**src/bsps_map.svh**
```systemverilog
// Constants of the battery switch power sequencer: timing figures and counts.
// Assumes a 10 MHz clock; counts are derived from the printed times.
`ifndef BSPS_MAP_SVH
`define BSPS_MAP_SVH
`define BSPS_CLK_HZ        10000000
`define BSPS_DEBOUNCE_US   25000
`define BSPS_ONESHOT_US    1200000
`define BSPS_BLANK_US      10000
`define BSPS_DEBOUNCE_CYC  ((`BSPS_DEBOUNCE_US * (`BSPS_CLK_HZ / 1000000)))
`define BSPS_ONESHOT_CYC   ((`BSPS_ONESHOT_US * (`BSPS_CLK_HZ / 1000000)))
`define BSPS_BLANK_CYC     ((`BSPS_BLANK_US * (`BSPS_CLK_HZ / 1000000)))
`endif

```
**src/bsps_pkg.sv**
```systemverilog
// Types of the battery switch power sequencer.
// Assumes bsps_map.svh for the numeric constants.
package bsps_pkg;
    typedef enum logic [1:0] {
        BSPS_BAT_DEAD,
        BSPS_BAT_LOW,
        BSPS_BAT_OK
    } bsps_bat_e;

    typedef struct packed {
        logic in_undervoltage_lockout;
        logic in_overvoltage_lockout;
        logic bat_above_low;
        logic bat_above_high;
        logic cur_limit;
        logic over_temp;
    } bsps_flags_s;

    typedef struct packed {
        logic power_on_request;
        logic power_hold_request;
        logic carkit_detect;
        logic shutdown;
    } bsps_req_s;

    typedef enum logic [1:0] {
        BSPS_SW_OFF,
        BSPS_SW_ON,
        BSPS_SW_FAULT,
        BSPS_SW_REARM
    } bsps_sw_e;
endpackage

```
**src/bsps_sequencer.sv**
```systemverilog
// What this block does
// - Undervoltage keeps gate off, adapter-good released.
// - Overvoltage keeps gate off, adapter-good released.
// - Adapter-good asserts after 25ms in window.
// - Adapter-good releases one clock after fault.
// - Echo output inverts power-on request.
// - Echo released with no adapter, low battery.
// - Low battery ignores power-on, echo high.
// - Battery recovery restores power-on and echo.
// - Carkit, power-on or hold turn switch on.
// - Dead battery keeps switch off always.
// - Adapter-good assertion starts 1.2s one-shot.
// - Switch off when requests low, one-shots expired.
// - Carkit rising edge without adapter starts one-shot.
// - Limiting after 10ms turn-on blanking faults.
// - Limiting while on beyond blanking faults.
// - Fault clears after removal then re-cycle.
// - Low battery: power-on has no switch effect.
// - Low battery drops power-on-only hold, keeps hold.
// - Over-temperature faults; same clearing after drop.
// - Shutdown input turns gate drive and adapter-good off.
////////////////////////////////////////////////////////////////////////////////
// File holds the single sequencer module.
// Assumes comparator flags and host inputs synchronous to clk.
`timescale 1ns/1ps
`include "bsps_map.svh"

module bsps_sequencer
    import bsps_pkg::*;
#(
    parameter int DEBOUNCE_CYC = `BSPS_DEBOUNCE_CYC,
    parameter int ONESHOT_CYC  = `BSPS_ONESHOT_CYC,
    parameter int BLANK_CYC    = `BSPS_BLANK_CYC
) (
    input  wire logic        clk,
    input  wire logic        srst,
    input  wire bsps_flags_s flags,
    input  wire bsps_req_s   req,
    output logic             nfet_gate_drive,
    output logic             adapter_good_n_o,
    output logic             adapter_good_n_oe,
    output logic             power_on_echo_n_o,
    output logic             power_on_echo_n_oe,
    output logic             battery_switch,
    output logic             fault
);
    localparam int CW = 24;

    // Counts must fit the shared counter width; refuse them at elaboration
    if (DEBOUNCE_CYC < 1 || ONESHOT_CYC < 1 || BLANK_CYC < 1 ||
        DEBOUNCE_CYC >= (1 << CW) || ONESHOT_CYC >= (1 << CW) ||
        BLANK_CYC >= (1 << CW)) begin : g_range_chk
        $error("bsps_sequencer: timing count out of range");
    end

    function automatic logic [CW-1:0] cnt_dec(input logic [CW-1:0] c);
        cnt_dec = (c != '0) ? c - 24'h000001 : c;
    endfunction

    ////////////////////////////////////////////////////////////////////////////
    // Adapter window and battery band
    logic      in_window;
    logic      adapter_present;
    bsps_bat_e bat;
    assign in_window       = !flags.in_undervoltage_lockout && !flags.in_overvoltage_lockout && !req.shutdown;
    assign adapter_present = !flags.in_undervoltage_lockout;
    assign bat = !flags.bat_above_low  ? BSPS_BAT_DEAD :
                 !flags.bat_above_high ? BSPS_BAT_LOW  : BSPS_BAT_OK;

    ////////////////////////////////////////////////////////////////////////////
    // Debounce and adapter-good
    logic [CW-1:0] deb_r, deb_nxt;
    logic          good_r, good_nxt;
    always_comb begin
        deb_nxt  = deb_r;
        good_nxt = good_r;
        if (!in_window) begin
            deb_nxt  = '0;
            good_nxt = 1'b0;
        end else if (!good_r) begin
            if (deb_r == CW'(DEBOUNCE_CYC - 1))
                good_nxt = 1'b1;
            else
                deb_nxt = deb_r + 24'h000001;
        end
    end
    always_ff @(posedge clk) begin
        if (srst) begin
            deb_r  <= '0;
            good_r <= 1'b0;
        end else begin
            deb_r  <= deb_nxt;
            good_r <= good_nxt;
        end
    end
    // Gate follows the window; analog charge pump is outside this block
    assign nfet_gate_drive   = in_window;
    assign adapter_good_n_o  = 1'b0;
    assign adapter_good_n_oe = good_r;

    ////////////////////////////////////////////////////////////////////////////
    // One-shots and echo memory
    logic [CW-1:0] os_ad_r, os_ad_nxt, os_ck_r, os_ck_nxt;
    logic          ck_prev_r, hold_prev_r, good_prev_r;
    logic          echo_mem_r, echo_mem_nxt;
    logic          ck_rise, hold_rise, good_rise;
    assign ck_rise   = req.carkit_detect && !ck_prev_r;
    assign hold_rise = req.power_hold_request && !hold_prev_r;
    assign good_rise = good_r && !good_prev_r;
    always_comb begin
        os_ad_nxt    = cnt_dec(os_ad_r);
        os_ck_nxt    = cnt_dec(os_ck_r);
        echo_mem_nxt = echo_mem_r;
        if (good_rise)
            os_ad_nxt = CW'(ONESHOT_CYC);
        if (ck_rise && !adapter_present)
            os_ck_nxt = CW'(ONESHOT_CYC);
        if (!req.carkit_detect)
            os_ck_nxt = '0;
        if (bat == BSPS_BAT_OK)
            echo_mem_nxt = req.power_on_request;
    end
    always_ff @(posedge clk) begin
        if (srst) begin
            os_ad_r     <= '0;
            os_ck_r     <= '0;
            ck_prev_r   <= 1'b0;
            hold_prev_r <= 1'b0;
            good_prev_r <= 1'b0;
            echo_mem_r  <= 1'b0;
        end else begin
            os_ad_r     <= os_ad_nxt;
            os_ck_r     <= os_ck_nxt;
            ck_prev_r   <= req.carkit_detect;
            hold_prev_r <= req.power_hold_request;
            good_prev_r <= good_r;
            echo_mem_r  <= echo_mem_nxt;
        end
    end

    // Echo is driven low while power-on is high in normal battery
    always_comb begin
        power_on_echo_n_o  = 1'b0;
        power_on_echo_n_oe = 1'b0;
        if (bat == BSPS_BAT_OK)
            power_on_echo_n_oe = echo_mem_r;
        else if (bat == BSPS_BAT_LOW && adapter_present)
            power_on_echo_n_oe = 1'b0;
        else
            power_on_echo_n_oe = 1'b0;
    end

    ////////////////////////////////////////////////////////////////////////////
    // Battery switch with current-limit and thermal latch-off
    logic     os_active, want_on, pon_ok;
    bsps_sw_e sw_r, sw_nxt;
    logic [CW-1:0] blk_r, blk_nxt;
    // Echo memory lags by a cycle; using live request keeps recovery prompt
    assign pon_ok    = (bat == BSPS_BAT_OK) && req.power_on_request;
    assign os_active = (os_ad_r != '0) || (os_ck_r != '0);
    assign want_on   = req.carkit_detect || pon_ok ||
                       req.power_hold_request || os_active;
    always_comb begin
        sw_nxt  = sw_r;
        blk_nxt = blk_r;
        unique case (sw_r)
            BSPS_SW_OFF: begin
                blk_nxt = '0;
                if (want_on && bat != BSPS_BAT_DEAD && !flags.over_temp)
                    sw_nxt = BSPS_SW_ON;
            end
            BSPS_SW_ON: begin
                // One counter serves both turn-on inrush and later shorts
                blk_nxt = flags.cur_limit ? blk_r + 24'h000001 : '0;
                if (flags.over_temp)
                    sw_nxt = BSPS_SW_FAULT;
                else if (flags.cur_limit && blk_r == CW'(BLANK_CYC - 1))
                    sw_nxt = BSPS_SW_FAULT;
                else if (bat == BSPS_BAT_DEAD || !want_on)
                    sw_nxt = BSPS_SW_OFF;
            end
            BSPS_SW_FAULT: begin
                blk_nxt = '0;
                if (!flags.over_temp && !os_active && !req.power_on_request &&
                    !req.power_hold_request)
                    sw_nxt = BSPS_SW_REARM;
            end
            BSPS_SW_REARM: begin
                blk_nxt = '0;
                if (flags.over_temp)
                    sw_nxt = BSPS_SW_FAULT;
                else if (good_rise || hold_rise)
                    sw_nxt = BSPS_SW_OFF;
            end
        endcase
    end
    always_ff @(posedge clk) begin
        if (srst) begin
            sw_r  <= BSPS_SW_OFF;
            blk_r <= '0;
        end else begin
            sw_r  <= sw_nxt;
            blk_r <= blk_nxt;
        end
    end
    assign battery_switch = (sw_r == BSPS_SW_ON) && (bat != BSPS_BAT_DEAD);
    assign fault          = (sw_r == BSPS_SW_FAULT) || (sw_r == BSPS_SW_REARM);

    ////////////////////////////////////////////////////////////////////////////
    // Checks
    ack_release_a: assert property (@(posedge clk) disable iff (srst)
        !in_window |=> !adapter_good_n_oe) else $error("adapter-good not released");
    gate_undervoltage_lockout_a: assert property (@(posedge clk) disable iff (srst)
        flags.in_undervoltage_lockout |-> !nfet_gate_drive) else $error("gate on in undervoltage_lockout");
    gate_overvoltage_lockout_a: assert property (@(posedge clk) disable iff (srst)
        flags.in_overvoltage_lockout |-> !nfet_gate_drive) else $error("gate on in overvoltage_lockout");
    ack_delay_a: assert property (@(posedge clk) disable iff (srst)
        $rose(adapter_good_n_oe) |-> $past(in_window, 2)) else $error("early adapter-good");
    dead_off_a: assert property (@(posedge clk) disable iff (srst)
        !flags.bat_above_low |-> !battery_switch) else $error("switch on dead battery");
    echo_low_a: assert property (@(posedge clk) disable iff (srst)
        !flags.bat_above_high |-> !power_on_echo_n_oe) else $error("echo driven low battery");
    echo_inv_a: assert property (@(posedge clk) disable iff (srst)
        flags.bat_above_high && $past(flags.bat_above_high) |->
        power_on_echo_n_oe == $past(req.power_on_request)) else $error("echo mismatch");
    os_start_a: assert property (@(posedge clk) disable iff (srst)
        good_rise |=> os_ad_r == CW'(ONESHOT_CYC)) else $error("one-shot not started");
    blank_trip_a: assert property (@(posedge clk) disable iff (srst)
        battery_switch && !flags.over_temp && flags.cur_limit && blk_r == CW'(BLANK_CYC - 1)
        |=> fault && !battery_switch) else $error("no trip after blanking");
    temp_trip_a: assert property (@(posedge clk) disable iff (srst)
        sw_r == BSPS_SW_ON && flags.over_temp |=> fault) else $error("no thermal fault");

    ////////////////////////////////////////////////////////////////////////////
    // Cycle-exact checks against the registered state
    // Consequents name the state register where a dead battery could
    // mask the switch output combinationally in the same cycle

    ack_hold_a: assert property (@(posedge clk) disable iff (srst)
        in_window && !good_r && deb_r != CW'(DEBOUNCE_CYC - 1) |=> !adapter_good_n_oe)
        else $error("adapter-good before debounce end");

    deb_restart_a: assert property (@(posedge clk) disable iff (srst)
        !in_window |=> deb_r == '0)
        else $error("debounce not restarted");

    gate_sd_a: assert property (@(posedge clk) disable iff (srst)
        req.shutdown |-> !nfet_gate_drive)
        else $error("gate on in shutdown");

    echo_band_a: assert property (@(posedge clk) disable iff (srst)
        flags.bat_above_low && !flags.bat_above_high |-> !power_on_echo_n_oe)
        else $error("echo driven in low band");

    ck_start_a: assert property (@(posedge clk) disable iff (srst)
        ck_rise && !adapter_present |=> os_ck_r == CW'(ONESHOT_CYC))
        else $error("carkit one-shot not started");

    ck_cancel_a: assert property (@(posedge clk) disable iff (srst)
        !req.carkit_detect |=> os_ck_r == '0)
        else $error("carkit one-shot not cancelled");

    sw_on_a: assert property (@(posedge clk) disable iff (srst)
        sw_r == BSPS_SW_OFF && want_on && bat != BSPS_BAT_DEAD && !flags.over_temp
        |=> sw_r == BSPS_SW_ON) else $error("switch not turned on");

    sw_off_a: assert property (@(posedge clk) disable iff (srst)
        sw_r == BSPS_SW_ON && !want_on |=> !battery_switch)
        else $error("switch not turned off");

    os_run_a: assert property (@(posedge clk) disable iff (srst)
        os_active && flags.bat_above_low && sw_r == BSPS_SW_ON && !flags.cur_limit &&
        !flags.over_temp |=> sw_r == BSPS_SW_ON) else $error("one-shot hold lost");

    pon_ignore_a: assert property (@(posedge clk) disable iff (srst)
        flags.bat_above_low && !flags.bat_above_high && !req.power_hold_request &&
        !req.carkit_detect && !os_active |=> !battery_switch) else $error("power-on acted");

    hold_keep_a: assert property (@(posedge clk) disable iff (srst)
        flags.bat_above_low && !flags.bat_above_high && sw_r == BSPS_SW_ON &&
        req.power_hold_request && !flags.cur_limit && !flags.over_temp
        |=> sw_r == BSPS_SW_ON) else $error("hold lost in low band");

    fault_stay_a: assert property (@(posedge clk) disable iff (srst)
        sw_r == BSPS_SW_FAULT && (flags.over_temp || os_active || req.power_on_request ||
        req.power_hold_request) |=> fault) else $error("fault cleared early");

    fault_off_a: assert property (@(posedge clk) disable iff (srst)
        fault |=> !battery_switch)
        else $error("switch on straight from fault");

    echo_keep_a: assert property (@(posedge clk) disable iff (srst)
        flags.bat_above_low && !flags.bat_above_high |=> $stable(echo_mem_r))
        else $error("echo memory lost");

    blank_tol_a: assert property (@(posedge clk) disable iff (srst)
        sw_r == BSPS_SW_ON && flags.cur_limit && blk_r != CW'(BLANK_CYC - 1) &&
        !flags.over_temp && want_on && flags.bat_above_low
        |=> sw_r == BSPS_SW_ON) else $error("trip inside blanking");

    temp_off_a: assert property (@(posedge clk) disable iff (srst)
        flags.over_temp |=> !battery_switch)
        else $error("switch on while hot");

    temp_keep_a: assert property (@(posedge clk) disable iff (srst)
        sw_r == BSPS_SW_FAULT && flags.over_temp |=> sw_r == BSPS_SW_FAULT)
        else $error("thermal fault left while hot");
endmodule

```
**config.mk**
```make
export PLATFORM = sky130hd
export DESIGN_NAME = bsps_sequencer
export DESIGN_NICKNAME = d
export VERILOG_FILES = /design/src/bsps_pkg.sv /design/src/bsps_sequencer.sv
export VERILOG_INCLUDE_DIRS = /design/src
export SDC_FILE = /design/constraint.sdc
export NUM_CORES = 1
export LEC_CHECK = 0
export BUFFER_PORTS_ARGS = -buffer_cell sky130_fd_sc_hd__buf_2
export CELL_PAD_IN_SITES_DETAIL_PLACEMENT = 1
export CELL_PAD_IN_SITES_GLOBAL_PLACEMENT = 2
export CORE_MARGIN = 2
export CORE_UTILIZATION = 41
export CTS_BUF_LIST = sky130_fd_sc_hd__clkbuf_16
export CTS_CLUSTER_SIZE = 28
export DETAILED_ROUTE_END_ITERATION = 7
export PLACE_DENSITY = 0.95
export SLEW_MARGIN = 30
export SYNTH_ARGS = -nofsm -noshare
export SYNTH_HDL_FRONTEND = slang
export SYNTH_SLANG_ARGS = --single-unit
```
**constraint.sdc**
```tcl
create_clock -name clk -period 4 [get_ports clk]
set_input_delay 0.2 -clock clk [delete_from_list [all_inputs] [get_ports clk]]
set_output_delay 0.2 -clock clk [all_outputs]
set_load 0.01 [all_outputs]
```
==> reports/summary.log <==
INFO  worst_setup_path end_kind=flop
INFO  routing        dr.first_iter.drc_count=178
INFO  clock_tree     clock_insertion_delay_worst_skew=0.35ns
INFO  cells_and_area antenna_cells=0
INFO  sta            hold_viol=0
INFO  global_route   globalRouteMet2Util=35.6%
INFO  power          irDropWorstVdd=266uV
INFO  global_route   grt.total_usage=20.5%
INFO  clock_tree     ctsResizeCount=0
INFO  worst_setup_path worstPathArrival=2.65ns
INFO  power          power-per-cell-area=714mW/mm^2
INFO  clock_tree     clkSlewWorstSetupHoldPaths=0.07ns
INFO  global_route   grt_start_max_net_pins=26
INFO  clock_tree     htreeDepth=3
INFO  placement      io_buffers=16
INFO  run            max_cap_violations=0
INFO  worst_setup_path critPathLaunchType=flop
INFO  sta            tns=0ns
INFO  routing        number_of_remaining_drc_errors=0
INFO  worst_setup_path category_of_the_most_critical_setup_path=reg2reg
INFO  worst_setup_path critical_path.max_fanout=8
INFO  floorplan      fp.dieArea=0.0130sqmm
INFO  global_route   grt_first_pass_wirelength=21800microns
INFO  cells_and_area layout_common_cells=sky130_fd_sc_hd__dfxtp_1, sky130_fd_sc_hd__nor2_1, sky130_fd_sc_hd__a21oi_1
INFO  clock_tree     post_cts_hold_buffer_count=0
INFO  cells_and_area final_layout_size_suffix_gt1_share=7.54%
INFO  clock_tree     post_cts_buffers=0
INFO  run_status     status=finished clean
INFO  yosys          synth-seq-cells=103
INFO  worst_setup_path timing.critical_path.cells=inv_1 > ha_1 > or4b_1 > or4_4 > o21ai_2 > or3_1 > a31oi_1
INFO  floorplan      std_cell_rows=40
INFO  worst_setup_path crit_slowest_cell=sky130_fd_sc_hd__or4_4
INFO  cells_and_area area.growth.synth_to_final=9.86%
INFO  placement      gp_congestion=0.797
INFO  cells_and_area fin_nets=610
INFO  routing        route.antenna.remaining_nets=0
INFO  power          p_leak=1.83nW
INFO  global_route   overflow=0
INFO  yosys          synth_top_flop_cell=sky130_fd_sc_hd__dfxtp_1
INFO  global_route   antenna_found_initial=0
INFO  sta            slew_viol_final=0
INFO  global_route   vias_in_the_first_global_route=4515
INFO  cells_and_area layout_commonest_cell=sky130_fd_sc_hd__dfxtp_1
INFO  clock_tree     tritoncts=yes
INFO  routing        drt_pass1_iterations=4
INFO  global_route   global_route.peak_usage_layer=met2
INFO  clock_tree     cts_root_cell=sky130_fd_sc_hd__clkbuf_16
INFO  placement      hpwl=8770microns
INFO  floorplan      core_region_area=0.0119sqmm
INFO  min_path       type_of_the_most_critical_hold_path=in2reg
INFO  routing        via_count=4350
INFO  cells_and_area final_core_utilization=45.9%
INFO  routing        drt-total-wl=12400microns
INFO  yosys          count_of_flip_flops_with_a_built_in_enable_after_synthesis=0
INFO  yosys          yosysWarningCount=0
INFO  routing        avgViaCountPerCell=5.85
INFO  global_route   groute.layer.met1.usage=25.4%
INFO  clock_tree     cts_made_buffers=9
INFO  worst_setup_path critPathMaxStageDelay=0.62ns
INFO  sta            post-route-min-period=2.44ns
INFO  yosys          async_reset_ff_share=0%
INFO  yosys          post_synth.cell_area_avg=8.50squm
INFO  yosys          synthCells=585
INFO  yosys          mappedNetlistArea=0.00497sqmm
INFO  global_route   grt_use_met3=5.24%
INFO  worst_setup_path worst_ep_required_time=4.21ns
INFO  routing        route.detailed.wl_per_inst=16.6microns
INFO  clock_tree     clockBufferDepth=2
INFO  floorplan      chipWidth=114microns
INFO  sta            finalSetupViolations=0
INFO  sta            maxSlewHeadroom=47.1%
INFO  sta            finalCritPeriodShare=61.1%
INFO  sta            grt_setup_unrepaired=false
INFO  yosys          synthDistinctLibCells=56
INFO  sta            fmax=409MHz
INFO  floorplan      initial_utilization=41.7%
INFO  sta            max_slew.worst_pin.slew=0.787ns
INFO  floorplan      die_height=114microns
INFO  sta            clock_skew=0.00549ns
INFO  floorplan      ioPinCount=19
INFO  yosys          seq_area_frac_synth=41.5%
INFO  clock_tree     cts_sinks=103
==> layout make-up <==
class / count / area [sq um]
Timing Repair Buffer: 16 / 80.1
Clock buffer: 9 / 225
Tap cell: 147 / 184
Multi-Input combinational cell: 444 / 2760
Sequential cell: 103 / 2060
Clock inverter: 7 / 88.8
Fill cell: 1421 / 6450
Inverter: 18 / 67.6
==> flip-flops by register name, summed over array words and instances (netlist names) <==
signal             flops
ck_prev_r              1
sw_r                   2
os_ad_r               24
deb_r                 24
blk_r                 24
good_prev_r            1
adapter_good_n_oe      1
os_ck_r               24
hold_prev_r            1
echo_mem_r             1
==> worst max-delay path: cells and delay by family (launching register included) <==
family / cells / cell delay, ns
and+or+nand+nor: 3 / 1.32
buffers and inverters: 1 / 0.09
DFF: 1 / 0.34
adders and majority gates: 1 / 0.14
AOI/OAI and AO/OA: 2 / 0.41
==> where the power goes <==
part	total [mW]	switching [mW]	internal (mW)
registers	1.39	0.191	1.20
clock network	0.937	0.393	0.544
logic	1.57	0.963	0.610
total	3.90	1.55	2.35
==> metrics by stage <==
| stage | total power, mW | hold WS (ns) | setup slack [ns] | std cells | instance area [sq um] |
|---|---|---|---|---|---|
| 3_5_place_dp | 2.96 | 0.474 | 1.57 | 728 | 5140 |
| 6_report | 3.90 | 0.120 | 1.56 | 744 | 5460 |
| 2_1_floorplan | 2.61 | 0.333 | 1.76 | 586 | 4980 |
| 4_1_cts | 3.92 | 0.113 | 1.56 | 744 | 5460 |
| 5_1_grt | 4.20 | 0.156 | 1.31 | 744 | 5460 |
| 3_3_place_gp | 2.89 | 0.441 | 1.64 | 728 | 5140 |
==> logic make-up after synthesis <==
| kind of cell | Yosys count | share of synthesized area (%) |
|---|---|---|
| mux | 1 | 0.226 |
| buf+inv | 39 | 3.35 |
| fa+ha+maj | 6 | 1.51 |
| xor+xnor | 49 | 8.63 |
| simple gates | 270 | 30.0 |
| other cells | 1 | 0.0754 |
| compound gates | 116 | 14.8 |
| flops | 103 | 41.5 |
==> routing by layer <==
layer / share of wire [%] / wire [microns]
met1: 45 / 5530
met2: 51 / 6300
met3: 2.7 / 338
met4: 1.4 / 174
met5: 0 / 0
==> Yosys cell counts, types with 3 or more instances <==
master	n	area (sq um)
sky130_fd_sc_hd__inv_1	18	67.6
sky130_fd_sc_hd__o211ai_1	9	67.6
sky130_fd_sc_hd__and3_1	6	37.5
sky130_fd_sc_hd__clkbuf_1	14	52.6
sky130_fd_sc_hd__and2_1	3	18.8
sky130_fd_sc_hd__xor2_1	10	87.6
sky130_fd_sc_hd__nor3_1	20	100
sky130_fd_sc_hd__a21o_1	3	22.5
sky130_fd_sc_hd__or3_1	20	125
sky130_fd_sc_hd__nand3_1	20	100
sky130_fd_sc_hd__nor4_1	24	150
sky130_fd_sc_hd__o21ai_1	3	15.0
sky130_fd_sc_hd__a31oi_1	8	50.1
sky130_fd_sc_hd__a211oi_1	6	45.0
sky130_fd_sc_hd__or4_1	28	210
sky130_fd_sc_hd__nor3_2	3	30.0
sky130_fd_sc_hd__nor2b_1	4	25.0
sky130_fd_sc_hd__a21oi_1	41	205
sky130_fd_sc_hd__o21ai_0	19	95.1
sky130_fd_sc_hd__and4_1	3	26.3
sky130_fd_sc_hd__ha_1	6	75.1
sky130_fd_sc_hd__dfxtp_1	103	2060
sky130_fd_sc_hd__nand2_1	38	143
sky130_fd_sc_hd__nand2b_1	5	31.3
sky130_fd_sc_hd__nand4_1	16	100
sky130_fd_sc_hd__nor2_1	65	244
sky130_fd_sc_hd__xnor2_1	39	342
sky130_fd_sc_hd__o31ai_1	14	105
==> final timing paths <==
path / from / to / slack (ns) / cells past startpoint
max: os_ck_r[0] / os_ck_r[9] / 1.56 / 7
min: req[2] / hold_prev_r / 0.12 / 3
max reg2reg: os_ck_r[0] / os_ck_r[9] / 1.56 / 7
min reg2reg: echo_mem_r / echo_mem_r / 0.48 / 2
Power figures use the tool's default switching activity.
